File: config.mk
export PLATFORM = sky130hd
export DESIGN_NAME = eps_status_regs
export DESIGN_NICKNAME = d
export VERILOG_FILES = /design/src/design/eps_pkg.sv /design/src/design/eps_status_regs.sv /design/src/design/eps_exposure_step.sv
export SDC_FILE = /design/constraint.sdc
export NUM_CORES = 1
export LEC_CHECK = 0
export BUFFER_PORTS_ARGS = -buffer_cell sky130_fd_sc_hd__buf_2
export CORE_MARGIN = 3
export CORE_UTILIZATION = 40
export DETAILED_ROUTE_END_ITERATION = 8
export SLEW_MARGIN = 20
export SYNTH_ARGS = -nofsm -noshare
export SYNTH_HDL_FRONTEND = slang
export SYNTH_SLANG_ARGS = --single-unit
File: constraint.sdc
create_clock -name clk -period 8.42 [get_ports clk]
set_input_delay 1.263 -clock clk [delete_from_list [all_inputs] [get_ports clk]]
set_output_delay 1.263 -clock clk [all_outputs]
set_load 0.05 [all_outputs]
File: src/design/eps_pkg.sv
// Purpose: constants and types for the exposure and pixel status block
// Assumes: one core clock at 24 MHz, registers reached by address/strobe
// Notes: addresses of the exposure high byte and pixel register are chosen
package eps_pkg;
  localparam logic [7:0]  EPS_ADDR_PIXEL    = 8'h08;
  localparam logic [7:0]  EPS_ADDR_EXP_HIGH = 8'h09;
  localparam logic [7:0]  EPS_ADDR_EXP_LOW  = 8'h0a;
  localparam logic [7:0]  EPS_ADDR_INV_CODE = 8'h11;
  localparam logic [15:0] EPS_EXP_RESET     = 16'h0100;
  localparam int          EPS_CORE_HZ       = 24000000;
  localparam int          EPS_EXP_MAX_INT   = EPS_CORE_HZ / 1500 - 3476;
  localparam logic [15:0] EPS_EXP_MAX       = EPS_EXP_MAX_INT[15:0];
  localparam logic [15:0] EPS_EXP_MIN       = 16'h0010;
  localparam int          EPS_FRAME_RATE    = 1512;
  localparam logic [5:0]  EPS_BRIGHT_HI     = 6'h39;
  localparam logic [5:0]  EPS_BRIGHT_LO     = 6'h33;
  localparam logic [8:0]  EPS_SAMPLES       = 9'h144;
  localparam logic [3:0]  EPS_INV_CODE      = 4'h5; // arbitrary value
  localparam int          EPS_SHIFT_SIXTEENTH = 4;

  typedef struct packed {
    logic       start;
    logic       valid;
    logic [5:0] code;
  } eps_pixel_t;

  typedef enum logic [1:0] {
    EPS_PIX_IDLE  = 2'b00,
    EPS_PIX_ARMED = 2'b01,
    EPS_PIX_HELD  = 2'b10
  } eps_pix_state_t;
endpackage : eps_pkg

File: src/design/eps_status_regs.sv
// Purpose: exposure, pixel readout and part code registers
// Assumes: frame_tick and pixel stream come from the core on clk
// Notes: the serial framing is outside; reg_* are already decoded accesses
`timescale 1ns/100ps
`default_nettype none
module eps_status_regs (
  // clock and reset
  input  wire logic                 clk,
  input  wire logic                 resetn,
  // core image stream
  input  wire logic                 frame_tick,
  input  wire logic [5:0]           frame_max,
  input  wire logic                 sample_strobe,
  input  wire logic [8:0]           sample_index,
  input  wire logic [5:0]           sample_code,
  // register access
  input  wire logic                 reg_read,
  input  wire logic                 reg_write,
  input  wire logic [7:0]           reg_addr,
  output logic [7:0]                reg_rdata,
  // exposure state
  output logic [15:0]               exposure
);
  import eps_pkg::*;

  // ****************
  // exposure control
  // ****************
  logic [15:0] next_exposure;
  logic [7:0]  low_latch;
  eps_exposure_step u_step (
    .exposure      (exposure),
    .frame_max     (frame_max),
    .next_exposure (next_exposure)
  );
  // one update per frame; the step module clamps at the cap and the floor,
  // so the register never has to look at the brightness window itself
  always_ff @(posedge clk or negedge resetn) begin
    if (!resetn) exposure <= EPS_EXP_RESET;
    else if (frame_tick) exposure <= next_exposure;
  end
  always_ff @(posedge clk or negedge resetn) begin
    if (!resetn) low_latch <= EPS_EXP_RESET[7:0];
    else if (reg_read && reg_addr == EPS_ADDR_EXP_HIGH)
      low_latch <= exposure[7:0];
  end

  // ****************
  // pixel readout
  // ****************
  eps_pix_state_t pix_state;
  logic [8:0]     want;
  eps_pixel_t     pix;
  // a read hands over the held sample and rearms for the next index; the
  // index only advances when the read really carried a valid sample
  wire pix_read = reg_read && reg_addr == EPS_ADDR_PIXEL;
  always_ff @(posedge clk or negedge resetn) begin
    if (!resetn) begin
      pix_state <= EPS_PIX_IDLE;
      want      <= 9'h000;
      pix       <= '0;
    end else if (reg_write && reg_addr == EPS_ADDR_PIXEL) begin
      pix_state <= EPS_PIX_ARMED;
      want      <= 9'h000;
      pix       <= '0;
    end else if (pix_read) begin
      pix.valid <= 1'b0;
      pix_state <= EPS_PIX_ARMED;
      if (pix.valid) begin
        if (want == EPS_SAMPLES - 9'h001) want <= 9'h000;
        else want <= want + 9'h001;
      end
    end else begin
      case (pix_state)
        EPS_PIX_ARMED: begin
          if (sample_strobe && sample_index == want) begin
            pix.code  <= sample_code;
            pix.start <= (want == 9'h000);
            pix.valid <= 1'b1;
            pix_state <= EPS_PIX_HELD;
          end
        end
        EPS_PIX_HELD: pix_state <= EPS_PIX_HELD;
        EPS_PIX_IDLE: pix_state <= EPS_PIX_IDLE;
        default: pix_state <= EPS_PIX_IDLE;
      endcase
    end
  end

  // ****************
  // read data
  // ****************
  always_ff @(posedge clk or negedge resetn) begin
    if (!resetn) reg_rdata <= 8'h00;
    else if (reg_read) begin
      case (reg_addr)
        EPS_ADDR_EXP_HIGH: reg_rdata <= exposure[15:8];
        EPS_ADDR_EXP_LOW:  reg_rdata <= low_latch;
        EPS_ADDR_INV_CODE: reg_rdata <= {4'h0, EPS_INV_CODE};
        EPS_ADDR_PIXEL:    reg_rdata <= pix;
        default:           reg_rdata <= 8'h00;
      endcase
    end
  end

  a_exp_cap: assert property (@(posedge clk) disable iff (!resetn)
    exposure <= EPS_EXP_MAX) else $error("exposure above cap");
  a_exp_hold: assert property (@(posedge clk) disable iff (!resetn)
    !frame_tick |=> exposure == $past(exposure))
    else $error("exposure moved off frame");
  a_low_pair: assert property (@(posedge clk) disable iff (!resetn)
    reg_read && reg_addr == EPS_ADDR_EXP_HIGH ##2
    reg_read && reg_addr == EPS_ADDR_EXP_LOW |=>
    reg_rdata == $past(exposure[7:0], 3))
    else $error("low byte not coherent");
  a_code_read: assert property (@(posedge clk) disable iff (!resetn)
    reg_read && reg_addr == EPS_ADDR_INV_CODE |=>
    reg_rdata == {4'h0, EPS_INV_CODE})
    else $error("bad part code");
  a_pix_rearm: assert property (@(posedge clk) disable iff (!resetn)
    reg_write && reg_addr == EPS_ADDR_PIXEL |=> want == 9'h000 && !pix.valid)
    else $error("pixel not rearmed");
  a_pix_range: assert property (@(posedge clk) disable iff (!resetn)
    want < EPS_SAMPLES) else $error("sample index out of range");

  // ****************
  // register read checks
  // ****************
  // the answer is registered, so each check looks one edge after the strobe
  a_high_read: assert property (@(posedge clk) disable iff (!resetn)
    reg_read && reg_addr == EPS_ADDR_EXP_HIGH |=>
    reg_rdata == $past(exposure[15:8]))
    else $error("high byte not the live exposure");

  a_latch_take: assert property (@(posedge clk) disable iff (!resetn)
    reg_read && reg_addr == EPS_ADDR_EXP_HIGH |=>
    low_latch == $past(exposure[7:0]))
    else $error("low byte not latched on high read");

  a_low_read: assert property (@(posedge clk) disable iff (!resetn)
    reg_read && reg_addr == EPS_ADDR_EXP_LOW |=>
    reg_rdata == $past(low_latch))
    else $error("low byte not from latch");

  a_rdata_hold: assert property (@(posedge clk) disable iff (!resetn)
    !reg_read |=> $stable(reg_rdata))
    else $error("read data moved without a read");

  a_unmapped_zero: assert property (@(posedge clk) disable iff (!resetn)
    reg_read && reg_addr != EPS_ADDR_EXP_HIGH &&
    reg_addr != EPS_ADDR_EXP_LOW && reg_addr != EPS_ADDR_INV_CODE &&
    reg_addr != EPS_ADDR_PIXEL |=> reg_rdata == 8'h00)
    else $error("unmapped read not zero");

  // ****************
  // exposure checks
  // ****************
  // the floor keeps a sixteenth step from collapsing to zero
  a_exp_floor: assert property (@(posedge clk) disable iff (!resetn)
    exposure >= EPS_EXP_MIN) else $error("exposure below floor");

  a_exp_rise: assert property (@(posedge clk) disable iff (!resetn)
    frame_tick && frame_max < EPS_BRIGHT_LO |=>
    exposure >= $past(exposure))
    else $error("dark frame lowered exposure");

  a_exp_fall: assert property (@(posedge clk) disable iff (!resetn)
    frame_tick && frame_max > EPS_BRIGHT_HI |=>
    exposure <= $past(exposure))
    else $error("bright frame raised exposure");

  a_exp_steady: assert property (@(posedge clk) disable iff (!resetn)
    frame_tick && frame_max >= EPS_BRIGHT_LO &&
    frame_max <= EPS_BRIGHT_HI |=> $stable(exposure))
    else $error("exposure moved inside window");

  // ****************
  // pixel checks
  // ****************
  a_pix_take: assert property (@(posedge clk) disable iff (!resetn)
    pix_state == EPS_PIX_ARMED && !pix_read &&
    !(reg_write && reg_addr == EPS_ADDR_PIXEL) &&
    sample_strobe && sample_index == want |=>
    pix.valid && pix.code == $past(sample_code))
    else $error("wanted sample not captured");

  a_pix_clear: assert property (@(posedge clk) disable iff (!resetn)
    pix_read |=> !pix.valid)
    else $error("valid flag survived a read");

  a_pix_start: assert property (@(posedge clk) disable iff (!resetn)
    pix.valid |-> pix.start == (want == 9'h000))
    else $error("frame start flag wrong");

  a_pix_data: assert property (@(posedge clk) disable iff (!resetn)
    pix_read |=> reg_rdata == $past(pix))
    else $error("pixel read data wrong");

  a_pix_step: assert property (@(posedge clk) disable iff (!resetn)
    pix_read && pix.valid && want != EPS_SAMPLES - 9'h001 |=>
    want == $past(want) + 9'h001)
    else $error("sample index did not advance");

  a_pix_wrap: assert property (@(posedge clk) disable iff (!resetn)
    pix_read && pix.valid && want == EPS_SAMPLES - 9'h001 |=>
    want == 9'h000)
    else $error("sample index did not wrap");
endmodule : eps_status_regs
`default_nettype wire

File: src/design/eps_exposure_step.sv
// Purpose: next exposure from frame brightness
// Assumes: called once per frame
// Notes: combinational
`timescale 1ns/100ps
`default_nettype none
module eps_exposure_step (
  // present state
  input  wire logic [15:0] exposure,
  input  wire logic [5:0]  frame_max,
  // result
  output logic [15:0]      next_exposure
);
  import eps_pkg::*;
  logic [15:0] step;
  logic [16:0] sum;
  always_comb begin
    step = exposure >> EPS_SHIFT_SIXTEENTH;
    sum  = {1'b0, exposure} + {1'b0, step};
    next_exposure = exposure;
    if (frame_max < EPS_BRIGHT_LO) begin
      if (sum > {1'b0, EPS_EXP_MAX}) next_exposure = EPS_EXP_MAX;
      else next_exposure = sum[15:0];
    end else if (frame_max > EPS_BRIGHT_HI) begin
      if (exposure - step < EPS_EXP_MIN) next_exposure = EPS_EXP_MIN;
      else next_exposure = exposure - step;
    end
  end
endmodule : eps_exposure_step
`default_nettype wire

==> results by stage, run 1 <==
Worst setup path:
- The reg-to-reg critical path startpoint is exposure[8].
- The arrival time of data at the critical path endpoint is slightly above 4 ns.
- Walking the worst path, the cells encountered are inv_1, ha_1, a21o_1, or3_1, o21a_1, a31oi_1, mux2i_1, nand4_1, o41ai_4, o221ai_1.
- The category of the most critical setup path is reg2reg.
- The length in cells of the worst reg-to-reg path is 10.
- STA classifies the critical path startpoint as a register.
- The stage delay of the slowest cell on the critical path is between 0.6 and 0.7 ns.
- STA classifies the critical path endpoint as a register.
- Together, buffers and inverters on the worst path number 1.
- The highest net fanout along the worst path is 13.
- STA puts the critical path data required time at between 8 and 9 ns.
- The cell family contributing the most delay on the critical path is compound AO/OA/AOI/OAI gates.
- The first element of the critical path is exposure[8].
- The end of the worst register-to-register path is exposure[6].
- The slowest stage of the critical path is the dfstp_2 cell.
- In this run the worst setup path terminates at exposure[6].
- The reg-to-reg setup timing slack is 4.46 ns.
- The critical path crosses 10 cells after its start point.

Yosys:
- Yosys attributes the largest share of cell area to dfrtp_1 27%, ha_1 7.2%, nor2_1 5.1%.
- Counting every instance in the synthesized netlist gives ~570.
- The synthesized-area fraction occupied by and/or/nand/nor cells is 0.2358.
- Among all flip-flop cells after synthesis, the most frequent one is dfrtp_1.
- The share of the synthesized area in compound gates (AO/OA/AOI/OAI) is 0.2646.
- The area of the mapped netlist is between 0.004 and 0.005 sq mm.
- The flip-flop and latch count after synthesis is 51.
- The mean instance size in the synthesized netlist is about 8 sq um.
- The part of the Yosys area used for sequential elements is 0.2715.
- The XOR/XNOR share of the synthesized area is 0.05398.
- The net count of the mapped netlist is roughly 640.
- The share of flip-flops with an asynchronous set or reset is 1.000.
- The fraction of synthesized cell area taken by the top area cell type is 0.2659.
- By area, the combinational part of the netlist is dominated by compound AO/OA/AOI/OAI gates.
- After synthesis, the netlist uses 79 different library cells.
- The number of flops mapped to enable cells by yosys is 0.
- The biggest area contributor in the post-synthesis netlist is dfrtp_1.
- The multiplexer share of the synthesized area is 0.03935.
- Of the total synthesized cell area, the portion taken by full adders, half adders and majority gates is 0.08030.
- The yosys synthesis warning count is 0.

STA:
- The number of endpoints with negative hold slack in the final report is 0.
- For the pin with the worst max-slew slack, the measured transition is around 0.66 ns.
- On the final layout, the worst clock skew is 0.006842 ns.
- Based on the critical path, the design can be clocked at up to between 0.2 and 0.3 GHz.
- The worst hold margin is roughly 0.5 ns.
- For the finished layout, the period the worst path requires is 3.963 ns.
- Headroom to the max-slew limit came out at 0.5542.
- Setup repair after global routing left no endpoint under its margin.
- In the finished design, the share of the clock period the worst path needs comes to 0.4707.
- The final-layout setup total negative slack is 0 ns.
- The count of pins over their slew limit was 0.
- Setup violations remaining at the end of the flow were counted as 0.

Global routing:
- The maximum number of pins on one net before global-route repair is 52.
- The first global-routing pass estimated around 23 mm of wire.
- The via count of the first global-routing pass was ~4400.
- The combined global-route utilization of all metal layers is 0.2194.
- The initial antenna violation count is 0.
- Summed over all layers, the global routing overflow is 0.

Placement:
- The placed wire-length estimate after detailed placement is 10.71 mm.
- The placer congestion estimate is 0.9298.
- The count of buffers from port buffering is 58.

Die:
- The die covers 0.01310 sq mm.
- The placeable core region is between 0.01 and 0.015 sq mm.
- The count of standard-cell rows is 38.
- Measured along the x axis, the die boundary spans between 100 and 150 um.
- In this run the vertical extent of the chip is 114.5 um.
- The initial standard-cell utilization of the core is 0.4212.
- 59 I/O pins were placed.

Pwr:
- Of the total power, combinational logic draws 0.724.
- Cell internal power was estimated by the tool at roughly 1.1 mW.
- The analysis attributes to net switching a power of 1.284 mW.
- The ratio of total power to cell area is approximately 450 mW/mm^2.
- The leakage power is approximately 2.3 nW.
- Of the total power, the share spent switching nets is 0.5449.
- Summing internal, switching and leakage power gives 2.357 mW.
- The share of total power dissipated in sequential elements is 0.165.
- The worst-case IR drop observed on VDD is around 0.22 mV.
- The share of total power dissipated in the clock network is 0.111.

Drt:
- The count of routing violations after the opening detailed-route iteration is a little under 400.
- The detailed router placed 4545 vias in this run.
- Before antenna repair, the detailed router went through 5 iterations.
- For this run, design rule violations remaining after detail routing come to 0.
- The average wire per cell in the routed design is between 15 and 20 um.
- The routed design has 14.11 mm of wire.
- The average via count per standard cell is roughly 6.
- The count of nets left with antenna violations once routing finished came out at 0.

Clocking:
- CTS saw just over 50 sinks.
- TritonCTS created 5 clock buffers.
- The TritonCTS clock tree is yes.
- The post-CTS resize count is 0.
- Clock-pin slew was measured on the worst setup and hold paths at ~0.07 ns.
- The clock passes through at most 2 buffers.
- The clock root buffer is clkbuf_16.
- The clock insertion delay at the later pin of the skew report is about 0.29 ns.
- Once the clock tree was built, the setup fixing pass inserted 0 buffers.
- The H-tree generated during clock tree synthesis spans 2 levels.
- The count of hold-fix buffers inserted at cts is 0.

Min path:
- The tightest min-delay check is of the reg2reg type.
- The cell count of the worst hold path is 2.

Run status:
- The run finished with clean final reports.

Flow run:
- The count of max-cap constraint violations is 0.

Finish:
- The final net count is about 680.
- The antenna diode instance count is 0.
- In the final layout, the share of cells above drive strength 1 is 0.1610.
- The relative area change from synthesis to final layout is 11.57%.
## power groups by stage
stage	Sequential (mW)	Combinational [mW]	Clock, mW
2_1_floorplan	0.458	1.22	0
3_3_place_gp	0.390	1.66	0
3_5_place_dp	0.391	1.66	0
4_1_cts	0.387	1.67	0.269
5_1_grt	0.398	1.85	0.276
6_report	0.389	1.71	0.261
## logic make-up after synthesis
logic type,Yosys count
buffers and inverters,59
adder cells (fa/ha/maj),29
multiplexers,18
flip-flops,51
AND/OR/NAND/NOR,213
XOR/XNOR,29
AO/OA/AOI/OAI,173
## cells in the mapped netlist (all sizes together), types with 3 or more instances
master   instances
dfrtp           50
and3            10
o22ai            4
mux2i           14
nand2           45
xor2             5
o2111a           4
o2111ai          5
a211o            4
a221o            5
and2             3
nand2b          13
ha              27
mux2             4
o221ai           4
inv             33
or3              6
nand3           19
nor4             3
nand4            6
or4              5
a31oi           10
o311a            3
nor3            16
o31a             3
clkbuf          14
o211ai           9
nand3b           4
nor2b            9
o31ai            6
a21o             4
nor3b            3
a211oi           4
xnor2           24
nor4b            3
o21a             8
buf             11
a21oi           34
o21bai           5
nor2            64
o21ai           42
## metal layers
metal	routed length (um)	global-route usage	vias to the layer above	part of all wire
met5	0	0	-	0
met3	938	0.04070	36	0.066
li1	-	-	2170	-
met1	6477	0.3068	2158	0.46
met2	6326	0.3380	181	0.45
met4	364	0.07918	0	0.026
## layout make-up
cell class / instances / area (sq um)
Clock buffer: 5 / 125.1
Tap cell: 140 / 175.2
Inverter: 34 / 127.6
Timing Repair Buffer: 60 / 305.3
Fill cell: 1105 / 5923
Clock inverter: 3 / 67.56
Multi-Input combinational cell: 462 / 3172
Sequential cell: 51 / 1277
## metrics by stage
step                      instances  utilization  cell area (sq um)  setup WS (ns)
after floorplan                 572            -               4706          5.058
after global placement          747       0.4526               5057          4.552
after detailed placement        747       0.4526               5057          4.575
after CTS                       755       0.4699               5250          4.583
after global routing            755       0.4699               5250          4.303
final                           755       0.4699               5250          4.457
## cell usage in the layout, fill, tap and decap left out, drive strengths merged, types with 5 or more instances in the layout
master   instances
and3            10
o21ai           42
nor2            64
xor2             5
nand2b          13
or3              6
clkbuf           5
o21a             8
or4              5
o31ai            6
a221o            5
inv             33
a31oi           10
o211ai           9
dfrtp           50
o21bai           5
buf             60
nand4            6
nand3           19
nor3            16
nor2b            9
xnor2           24
nand2           45
o2111ai          5
mux2i           14
ha              27
a21oi           34
## state kept, by name (all words and copies together), names as in the netlist
name and count:
exposure 16, want 9, low_latch 8, pix 8
reg_rdata 8, pix_state 2
## worst min-delay path by stage
stage                       from            to
finish              pix_state[0]  pix_state[0]
global route        low_latch[7]  low_latch[7]
CTS                 low_latch[7]  low_latch[7]
detailed placement  pix_state[1]  pix_state[1]
global placement    pix_state[0]  pix_state[0]
floorplan           pix_state[1]  pix_state[1]
## tightest hold or removal path: cells and delay by family, from the launching register on
kind | cells | cell delay (ns)
flip-flops | 1 | 0.35
AND/OR/NAND/NOR | 2 | 0.11
Power figures use the tool's default switching activity.
==> run 2, diff against run 1 <==
--- a/config.mk
+++ b/config.mk
@@ -5,6 +5,7 @@
 export SDC_FILE = /design/constraint.sdc
 export NUM_CORES = 1
 export LEC_CHECK = 0
+export ABC_AREA = 1
 export BUFFER_PORTS_ARGS = -buffer_cell sky130_fd_sc_hd__buf_2
 export CORE_MARGIN = 3
 export CORE_UTILIZATION = 40
==> constraint.sdc (replaced) <==
create_clock -name clk -period 3.8 [get_ports clk]
set_input_delay 0.57 -clock clk [delete_from_list [all_inputs] [get_ports clk]]
set_output_delay 0.57 -clock clk [all_outputs]
set_load 0.05 [all_outputs]
==> results by stage, run 2 <==
Run status:
- The run finished with clean final reports.

Yosys:
- The share of flip-flops with an asynchronous set or reset is 1.000 (unchanged).
- The dominant cell by count in the synthesized netlist is nand2_1.
- The XOR/XNOR share of the synthesized area is 0.02694 (-0.02704).
- The mean instance size in the synthesized netlist is 6.531 sq um (-21%).
- The count of mapped cells out of synthesis came to 697 (+22%).
- Yosys attributes the largest share of cell area to dfrtp_1 27%, nand2_1 17%, inv_1 7.7%.
- The count of distinct cell types in the synthesized netlist came to 44 (-44%).
- The yosys synthesis warning count is 0 (unchanged).
- The area of the mapped netlist is 0.004552 sq mm (-3.3%).
- The adder-cell area share of the yosys netlist is 0.08301 (+0.002715).
- The most frequently used flop master after synthesis is dfrtp_1.
- By count the netlist is led by 204 x nand2_1, 93 x inv_1, 63 x nand3_1.
- The net count of the mapped netlist came to 761 (+20%).
- The largest total area in the synthesized netlist belongs to dfrtp_1.
- The number of flops mapped to enable cells by yosys is 0 (unchanged).
- The part of the Yosys area used for sequential elements is 0.2806 (+0.009178).
- The flip-flop and latch count after synthesis is 51 (unchanged).
- The multiplexer share of the synthesized area is 0.007422 (-0.03193).
- The fraction of synthesized cell area taken by the top area cell type came to 0.2749 (+0.008990).
- The share of the synthesized area in compound gates (AO/OA/AOI/OAI) was 0.1347 (-0.1299).
- After synthesis, the largest family of logic cells by area is simple AND/OR/NAND/NOR gates.
- The synthesized-area fraction occupied by and/or/nand/nor cells was 0.3571 (+0.1212).

STA:
- The clock skew after layout was 0.005046 ns (-0.001797 ns).
- The final worst-path cycle share is 0.8531 (+0.3824).
- The relative max-transition margin was 0.4531 (-0.1011).
- The timing-limited maximum frequency is 0.3085 GHz (+22%).
- The number of setup violations in the final report is 0 (unchanged).
- The final-layout setup total negative slack is 0 ns (unchanged).
- The final period demand of the worst path is 3.242 ns (-0.7217 ns).
- The number of endpoints with negative hold slack in the final report is 0 (unchanged).
- Setup repair after global routing left no endpoint under its margin.
- The worst-margin pin slew is 0.8204 ns (+0.1601 ns).
- The count of pins over their slew limit is 0 (unchanged).

Global routing:
- The maximum number of pins on one net before global-route repair is 36 (-31%).
- The global-route wire length before repair is 23.48 mm (+2.4%).
- The initial antenna violation count is 0 (unchanged).
- The via count of the first global-routing pass came to 4578 (+4.8%).
- The total global routing overflow came to 0 (unchanged).
- The combined global-route utilization of all metal layers was 0.2295 (+0.01012).

Finish:
- The flip-flop count of the largest register after layout was 16 (unchanged).
- The relative area change from synthesis to final layout is 11.46% (about the same).
- The area occupied by multi-input gates is 0.002773 sq mm (-13%).
- The design area came to 0.005074 sq mm (-3.4%).
- The antenna diode instance count came to 0 (unchanged).
- The library cell used most frequently in the layout, excluding fill and tap cells, is nand2_1.
- The fill cell instance count of the final layout was 1167 (+5.6%).
- The final net count is 812 (+20%).
- The largest registers in the layout are exposure: 16 flops, want: 9 flops.
- The area occupied by registers is 0.001277 sq mm (unchanged).
- The register with the most flip-flops in the final layout is exposure.
- The share of the core filled with cells is 0.4620 (-0.007927).
- The proportion of layout cells with a drive suffix above 1 is 0.1415 (-0.01945).
- The top cell types in the final layout, fill and taps aside, are 204 x nand2_1, 93 x inv_1, 63 x nand3_1.

Pwr:
- The highest ir drop seen on vdd is 0.4799 mV (+120%).
- The switching power share of the total came to 0.5939 (+0.04906).
- The net switching power is 2.811 mW (+120%).
- The cell-internal power was 1.922 mW (+79%).
- The leakage power is 2.799 nW (+20%).
- The proportion of power drawn by the clock network is 0.095 (-0.016).
- The share of power burned in registers is 0.176 (+0.011).
- The ratio of total power to cell area is 932.9 mW/mm^2 (+110%).
- The share of power burned in combinational logic is 0.730 (+0.006).

Worst setup path:
- The worst register-to-register path ends at exposure[3].
- The length in cells of the worst reg-to-reg path is 16 (+6).
- The critical path is of the reg2reg type.
- The data required time of the critical path is 3.98 ns (-4.59 ns).
- The arrival time of data at the critical path endpoint is 3.42 ns (-0.69 ns).
- The critical path starts at exposure[12].
- The sort of element at the end of the critical path is a register.
- The reg-to-reg critical path startpoint is exposure[12].
- The reg-to-reg setup timing slack was 0.56 ns (-3.90 ns).
- The highest net fanout along the worst path is 13 (unchanged).
- The startpoint type of the worst setup path is a register.

Placement:
- The count of buffers from port buffering is 58 (unchanged).
- The placer congestion estimate is 0.9560 (+2.8%).
- The cell area after placement is 0.004932 sq mm (-2.5%).
- The placed wire-length estimate after detailed placement is 11.34 mm (+5.9%).

Die:
- The initial standard-cell utilization of the core came to 0.4144 (-0.006719).
- The count of standard-cell rows is 38 (unchanged).
- The number of placed I/O pins is 59 (unchanged).
- The placeable core region is 0.01098 sq mm (-1.7%).
- The height of the die is 112.7 um (-1.6%).
- The full die area came to 0.01270 sq mm (-3.1%).
- The chip width is 112.7 um (-1.6%).

Drt:
- The count of routing violations after the opening detailed-route iteration is 363 (-6.0%).
- The average wire per cell in the routed design is 16.27 um (-13%).
- The routed via count is 4775 (+5.1%).
- The DRC violation count after routing is 0 (unchanged).
- The average via count per standard cell is 5.371 (-11%).
- The number of iterations in the first detailed-routing pass is 6 (+1).
- The remaining antenna violation count is 0 (unchanged).
- The routed wire length is 14.47 mm (+2.5%).

Flow run:
- The count of max-cap constraint violations came to 0 (unchanged).

Clocking:
- The post-CTS resize count is 0 (unchanged).
- The maximum count of clock buffers along a single path is 2 (unchanged).
- The number of H-tree branching levels is 2 (unchanged).
- The register clock-pin slew on the reported worst setup and hold paths came to 0.07 ns (about the same).
- The number of post-CTS setup repair buffers is 0 (unchanged).
- The clock buffer count from CTS is 5 (unchanged).
- The clock insertion delay at the later pin of the skew report is 0.29 ns (about the same).
- The clock root buffer is clkbuf_16.
- The count of hold-fix buffers inserted at cts is 0 (unchanged).
- The count of clock tree sinks came to 51 (unchanged).
- TritonCTS built the clock tree.

Min path:
- The path class of the tightest hold or removal check is in2async.
==> run 2: cell count changes after synthesis, moves of 8 or more <==
cell / delta
a31oi_1: -8
and3_1: -10
clkbuf_1: -9
inv_1: +61
mux2i_1: -14
nand2_1: +159
nand2b_1: -13
nand3_1: +46
nand4_1: +13
o211ai_1: -9
xnor2_1: -21
==> run 2: power by group through the flow <==
stage               logic [mW]  registers (mW)  clock network [mW]
floorplan                 2.41            1.00                   0
global placement          3.43           0.835                   0
detailed placement        3.37           0.835                   0
CTS                       3.40           0.825               0.467
global route              3.80           0.841               0.483
finish                    3.45           0.831               0.449
==> run 2: layer usage <==
metal / track usage / share of wire / vias up
met3: 0.03396 / 0.064 / 25
met2: 0.3622 / 0.44 / 181
li1: - / - / 2365
met4: 0.06410 / 0.020 / 0
met1: 0.3274 / 0.48 / 2204
met5: 0 / 0 / -
==> run 2: metrics by stage <==
| stage | instances | hold slack [ns] | power [mW] | setup slack [ns] |
|---|---|---|---|---|
| detailed placement | 881 | 0.4678 | 4.207 | 0.6448 |
| CTS | 889 | 0.3965 | 4.691 | 0.6268 |
| floorplan | 697 | 0.2744 | 3.411 | 1.119 |
| finish | 889 | 0.3687 | 4.733 | 0.5582 |
| global placement | 881 | 0.4673 | 4.261 | 0.6412 |
| global route | 889 | 0.4237 | 5.128 | 0.2479 |
==> run 2: cell families (layout without fill, tap and decap cells) <==
kind of cell	count (synthesis)	in the layout
fa+ha+maj	29	29
flops	51	51
xor+xnor	14	14
buf+inv	121	173
compound gates	101	101
simple gates	378	378
mux	3	3
==> run 2: critical path, stage by stage (launching register included) <==
cell and delay, ns:
dfrtp_1 0.62, inv_1 0.24, ha_1 0.45, nand2_1 0.17
inv_1 0.07, a21oi_1 0.29, nor2_1 0.09, nor2_1 0.16
nand2_1 0.07, nand2_1 0.07, nand3_1 0.07, nor2_1 0.23
nand3_1 0.28, nand3_1 0.14, nand2_1 0.07, nand2_1 0.05
nand2_1 0.06
==> run 2: worst max path at each step <==
stage | end | slack, ns | cells after the start
after floorplan | exposure[13] | 1.12 | 15
after global placement | exposure[1] | 0.64 | 16
after detailed placement | exposure[1] | 0.64 | 16
after CTS | exposure[1] | 0.63 | 16
after global routing | exposure[3] | 0.25 | 16
final | exposure[3] | 0.56 | 16
==> run 2: final cells by class <==
class,instances,share of cell area
Timing Repair Buffer,62,0.06313
Clock buffer,6,0.02540
Multi-Input combinational cell,525,0.5465
Sequential cell,51,0.2518
Clock inverter,2,0.002466
Inverter,103,0.07620
Tap cell,140,0.03453
==> run 3, diff against run 2 <==
--- a/config.mk
+++ b/config.mk
@@ -8,8 +8,9 @@
 export ABC_AREA = 1
 export BUFFER_PORTS_ARGS = -buffer_cell sky130_fd_sc_hd__buf_2
 export CORE_MARGIN = 3
-export CORE_UTILIZATION = 40
+export CORE_UTILIZATION = 50
 export DETAILED_ROUTE_END_ITERATION = 8
+export PLACE_DENSITY = 0.71
 export SLEW_MARGIN = 20
 export SYNTH_ARGS = -nofsm -noshare
 export SYNTH_HDL_FRONTEND = slang
==> results by stage, run 3 (same netlist as run 2, synthesis figures left out) <==
STA:
- The final period demand of the worst path is 3.069 ns (-0.1727 ns).
- The number of endpoints with negative hold slack in the final report came to 0 (unchanged).
- The final-layout setup total negative slack is 0 ns (unchanged).
- Setup repair after global routing left no endpoint under its margin.
- The final critical-path setup slack is 0.7309 ns (+0.1727 ns).
- The clock skew after layout was 0.01143 ns (+0.006385 ns).
- The final worst-path cycle share is 0.8077 (-0.04544).
- The count of pins over their slew limit is 0 (unchanged).
- The worst-margin pin slew is 0.6938 ns (-0.1266 ns).
- The relative max-transition margin came to 0.5375 (+0.08441).
- The number of setup violations in the final report is 0 (unchanged).
- The timing-limited maximum frequency is 0.3258 GHz (+5.6%).

Global routing:
- The initial antenna violation count is 0 (unchanged).
- The combined global-route utilization of all metal layers is 0.2750 (+0.04545).
- The total global routing overflow is 0 (unchanged).
- The maximum number of pins on one net before global-route repair came to 28 (-22%).
- The via count of the first global-routing pass was 4564 (-0.31%).
- The global-route wire length before repair is 22.44 mm (-4.4%).

Drt:
- The topmost layer with routed signal wires is met4.
- The routed wire length is 14.08 mm (-2.6%).
- The remaining antenna violation count is 0 (unchanged).
- The count of routing violations after the opening detailed-route iteration is 448 (+23%).
- The number of iterations in the first detailed-routing pass came to 5 (-1).
- The length of routed wiring on met1 is 6.553 mm (-5.0%).
- The routed via count is 4875 (+2.1%).
- The average via count per standard cell is 5.682 (+5.8%).
- The wire length on met2 was 6.031 mm (-5.0%).
- The DRC violation count after routing was 0 (unchanged).
- The amount of wire on met3 after detailed routing is 1.068 mm (+15%).
- The average wire per cell in the routed design was 16.41 um (+0.88%).

Die:
- The number of placed I/O pins is 59 (unchanged).
- The initial standard-cell utilization of the core was 0.5194 (+0.1050).
- The placeable core region was 0.008763 sq mm (-20%).
- The count of standard-cell rows is 34 (-11%).
- The full die area was 0.01029 sq mm (-19%).
- The chip width is 101.4 um (-10%).
- The height of the die is 101.4 um (-10%).

Min path:
- The class of the tightest hold or removal check is in2async.

Clocking:
- The clock buffer count from CTS is 5 (unchanged).
- The TritonCTS clock tree is yes.
- The count of hold-fix buffers inserted at cts is 0 (unchanged).
- The clock root buffer is clkbuf_8.
- The number of post-CTS setup repair buffers is 0 (unchanged).
- The register clock-pin slew on the reported worst setup and hold paths is 0.11 ns (+0.04 ns).
- The number of H-tree branching levels is 2 (unchanged).
- The post-CTS resize count is 0 (unchanged).
- The clock insertion delay at the later pin of the skew report came to 0.31 ns (+0.02 ns).
- The maximum count of clock buffers along a single path is 2 (unchanged).
- The count of clock tree sinks is 51 (unchanged).

Finish:
- The area occupied by registers is 0.001277 sq mm (unchanged).
- The fill cell instance count of the final layout came to 867 (-26%).
- Leaving out fill and tap cells, the most frequent cell in the layout is nand2_1.
- The antenna diode instance count was 0 (unchanged).
- The relative area change from synthesis to final layout is 9.813%.
- In the final layout, the registers with the most flip-flops are exposure: 16 flops, want: 9 flops.
- The register ranked first by flip-flop count is exposure.
- The area occupied by multi-input gates was 0.002773 sq mm (unchanged).
- The proportion of layout cells with a drive suffix above 1 is 0.1440 (+0.002478).
- The top cell types in the final layout, fill and taps aside, are 204 x nand2_1, 93 x inv_1, 63 x nand3_1.
- The final net count is 813 (+0.12%).
- The flip-flop count of the largest register after layout is 16 (unchanged).

Worst setup path:
- The stage delay of the slowest cell on the critical path was 0.61 ns (about the same).
- The data required time of the critical path is 4.00 ns (+0.02 ns).
- The arrival time of data at the critical path endpoint is 3.27 ns (-0.15 ns).
- The worst setup path is of the reg2reg kind.
- The startpoint type of the worst setup path is a register.
- The highest net fanout along the worst path was 14 (+1).
- The sort of element at the end of the critical path is a register.
- The critical path goes through inv_1, ha_1, o21bai_1, a21oi_4, inv_2, a21oi_2, nand2_1, nand2_1, nand2_1, nor2_4, nand3_1, nand2_1, nand2_1, nand2_1, nand2_1.
- The most repeated library cell on the critical path is nand2_1.
- The critical-path cell with the highest stage delay is ha_1.

Placement:
- The count of buffers from port buffering came to 58 (unchanged).
- The placement-stage worst setup slack is 0.8535 ns (+0.2087 ns).
- The placed wire-length estimate after detailed placement was 11.09 mm (-2.2%).
- The placer congestion estimate was 0.9777 (+2.3%).

Flow run:
- The count of max-cap constraint violations is 0 (unchanged).

Pwr:
- The ratio of total power to cell area is 933.2 mW/mm^2 (about the same).
- The highest ir drop seen on vdd is 0.4910 mV (+2.3%).
- The leakage power is 2.784 nW (-0.53%).

Run status:
- The flow ran to the end, and the final reports show no timing, DRC or antenna violations.
-- run 3: final cells by class --
cell class	count	share of cell area
tap	108	0.02703
inverter	103	0.07735
sequential	51	0.2556
timing repair buffer	63	0.06558
multi-input combinational	525	0.5547
clock buffer	6	0.01652
clock inverter	2	0.003254
-- run 3: critical path, delay by kind of cell, from the launching register on --
family,cells,cell delay (ns)
buffers and inverters,2,0.28
DFF,1,0.56
adders and majority gates,1,0.61
and+or+nand+nor,9,0.96
AOI/OAI and AO/OA,3,0.55
-- run 3: layer usage --
metal / GRT usage / vias to the layer above
met1: 0.4034 / 2253
met4: 0.09305 / 0
met2: 0.4130 / 219
met5: 0 / -
li1: - / 2366
met3: 0.04132 / 37
-- run 3: path summary, 6_finish.rpt --
path | to | startpoint | slack [ns] | cells past startpoint
worst min-delay path | exposure[5] | resetn | 0.29 | 1
worst min register to register | reg_rdata[0] | reg_rdata[0] | 0.49 | 2
worst max-delay path | exposure[3] | exposure[14] | 0.73 | 15
worst max register to register | exposure[3] | exposure[14] | 0.73 | 15
max in group asynchronous | want[8] | resetn | 2.70 | 2
min in group clk | pix[5] | sample_code[5] | 0.48 | 3
-- run 3: where the power goes --
part           switching, mW  internal [mW]  leakage [nW]
clock                  0.199          0.149        0.0474
combinational           2.49           1.05          2.09
sequential             0.144          0.641         0.646
total                   2.83           1.84          2.78
-- run 3: through the flow --
stage | hold slack, ns | total power, mW | std cells | area [sq um] | util
floorplan | 0.2744 | 3.411 | 697 | 4552 | -
global placement | 0.4600 | 4.228 | 850 | 4900 | 0.5591
detailed placement | 0.4740 | 4.201 | 850 | 4900 | 0.5591
CTS | 0.3134 | 4.571 | 858 | 4999 | 0.5704
global route | 0.3345 | 5.041 | 858 | 4999 | 0.5704
finish | 0.2907 | 4.664 | 858 | 4999 | 0.5704
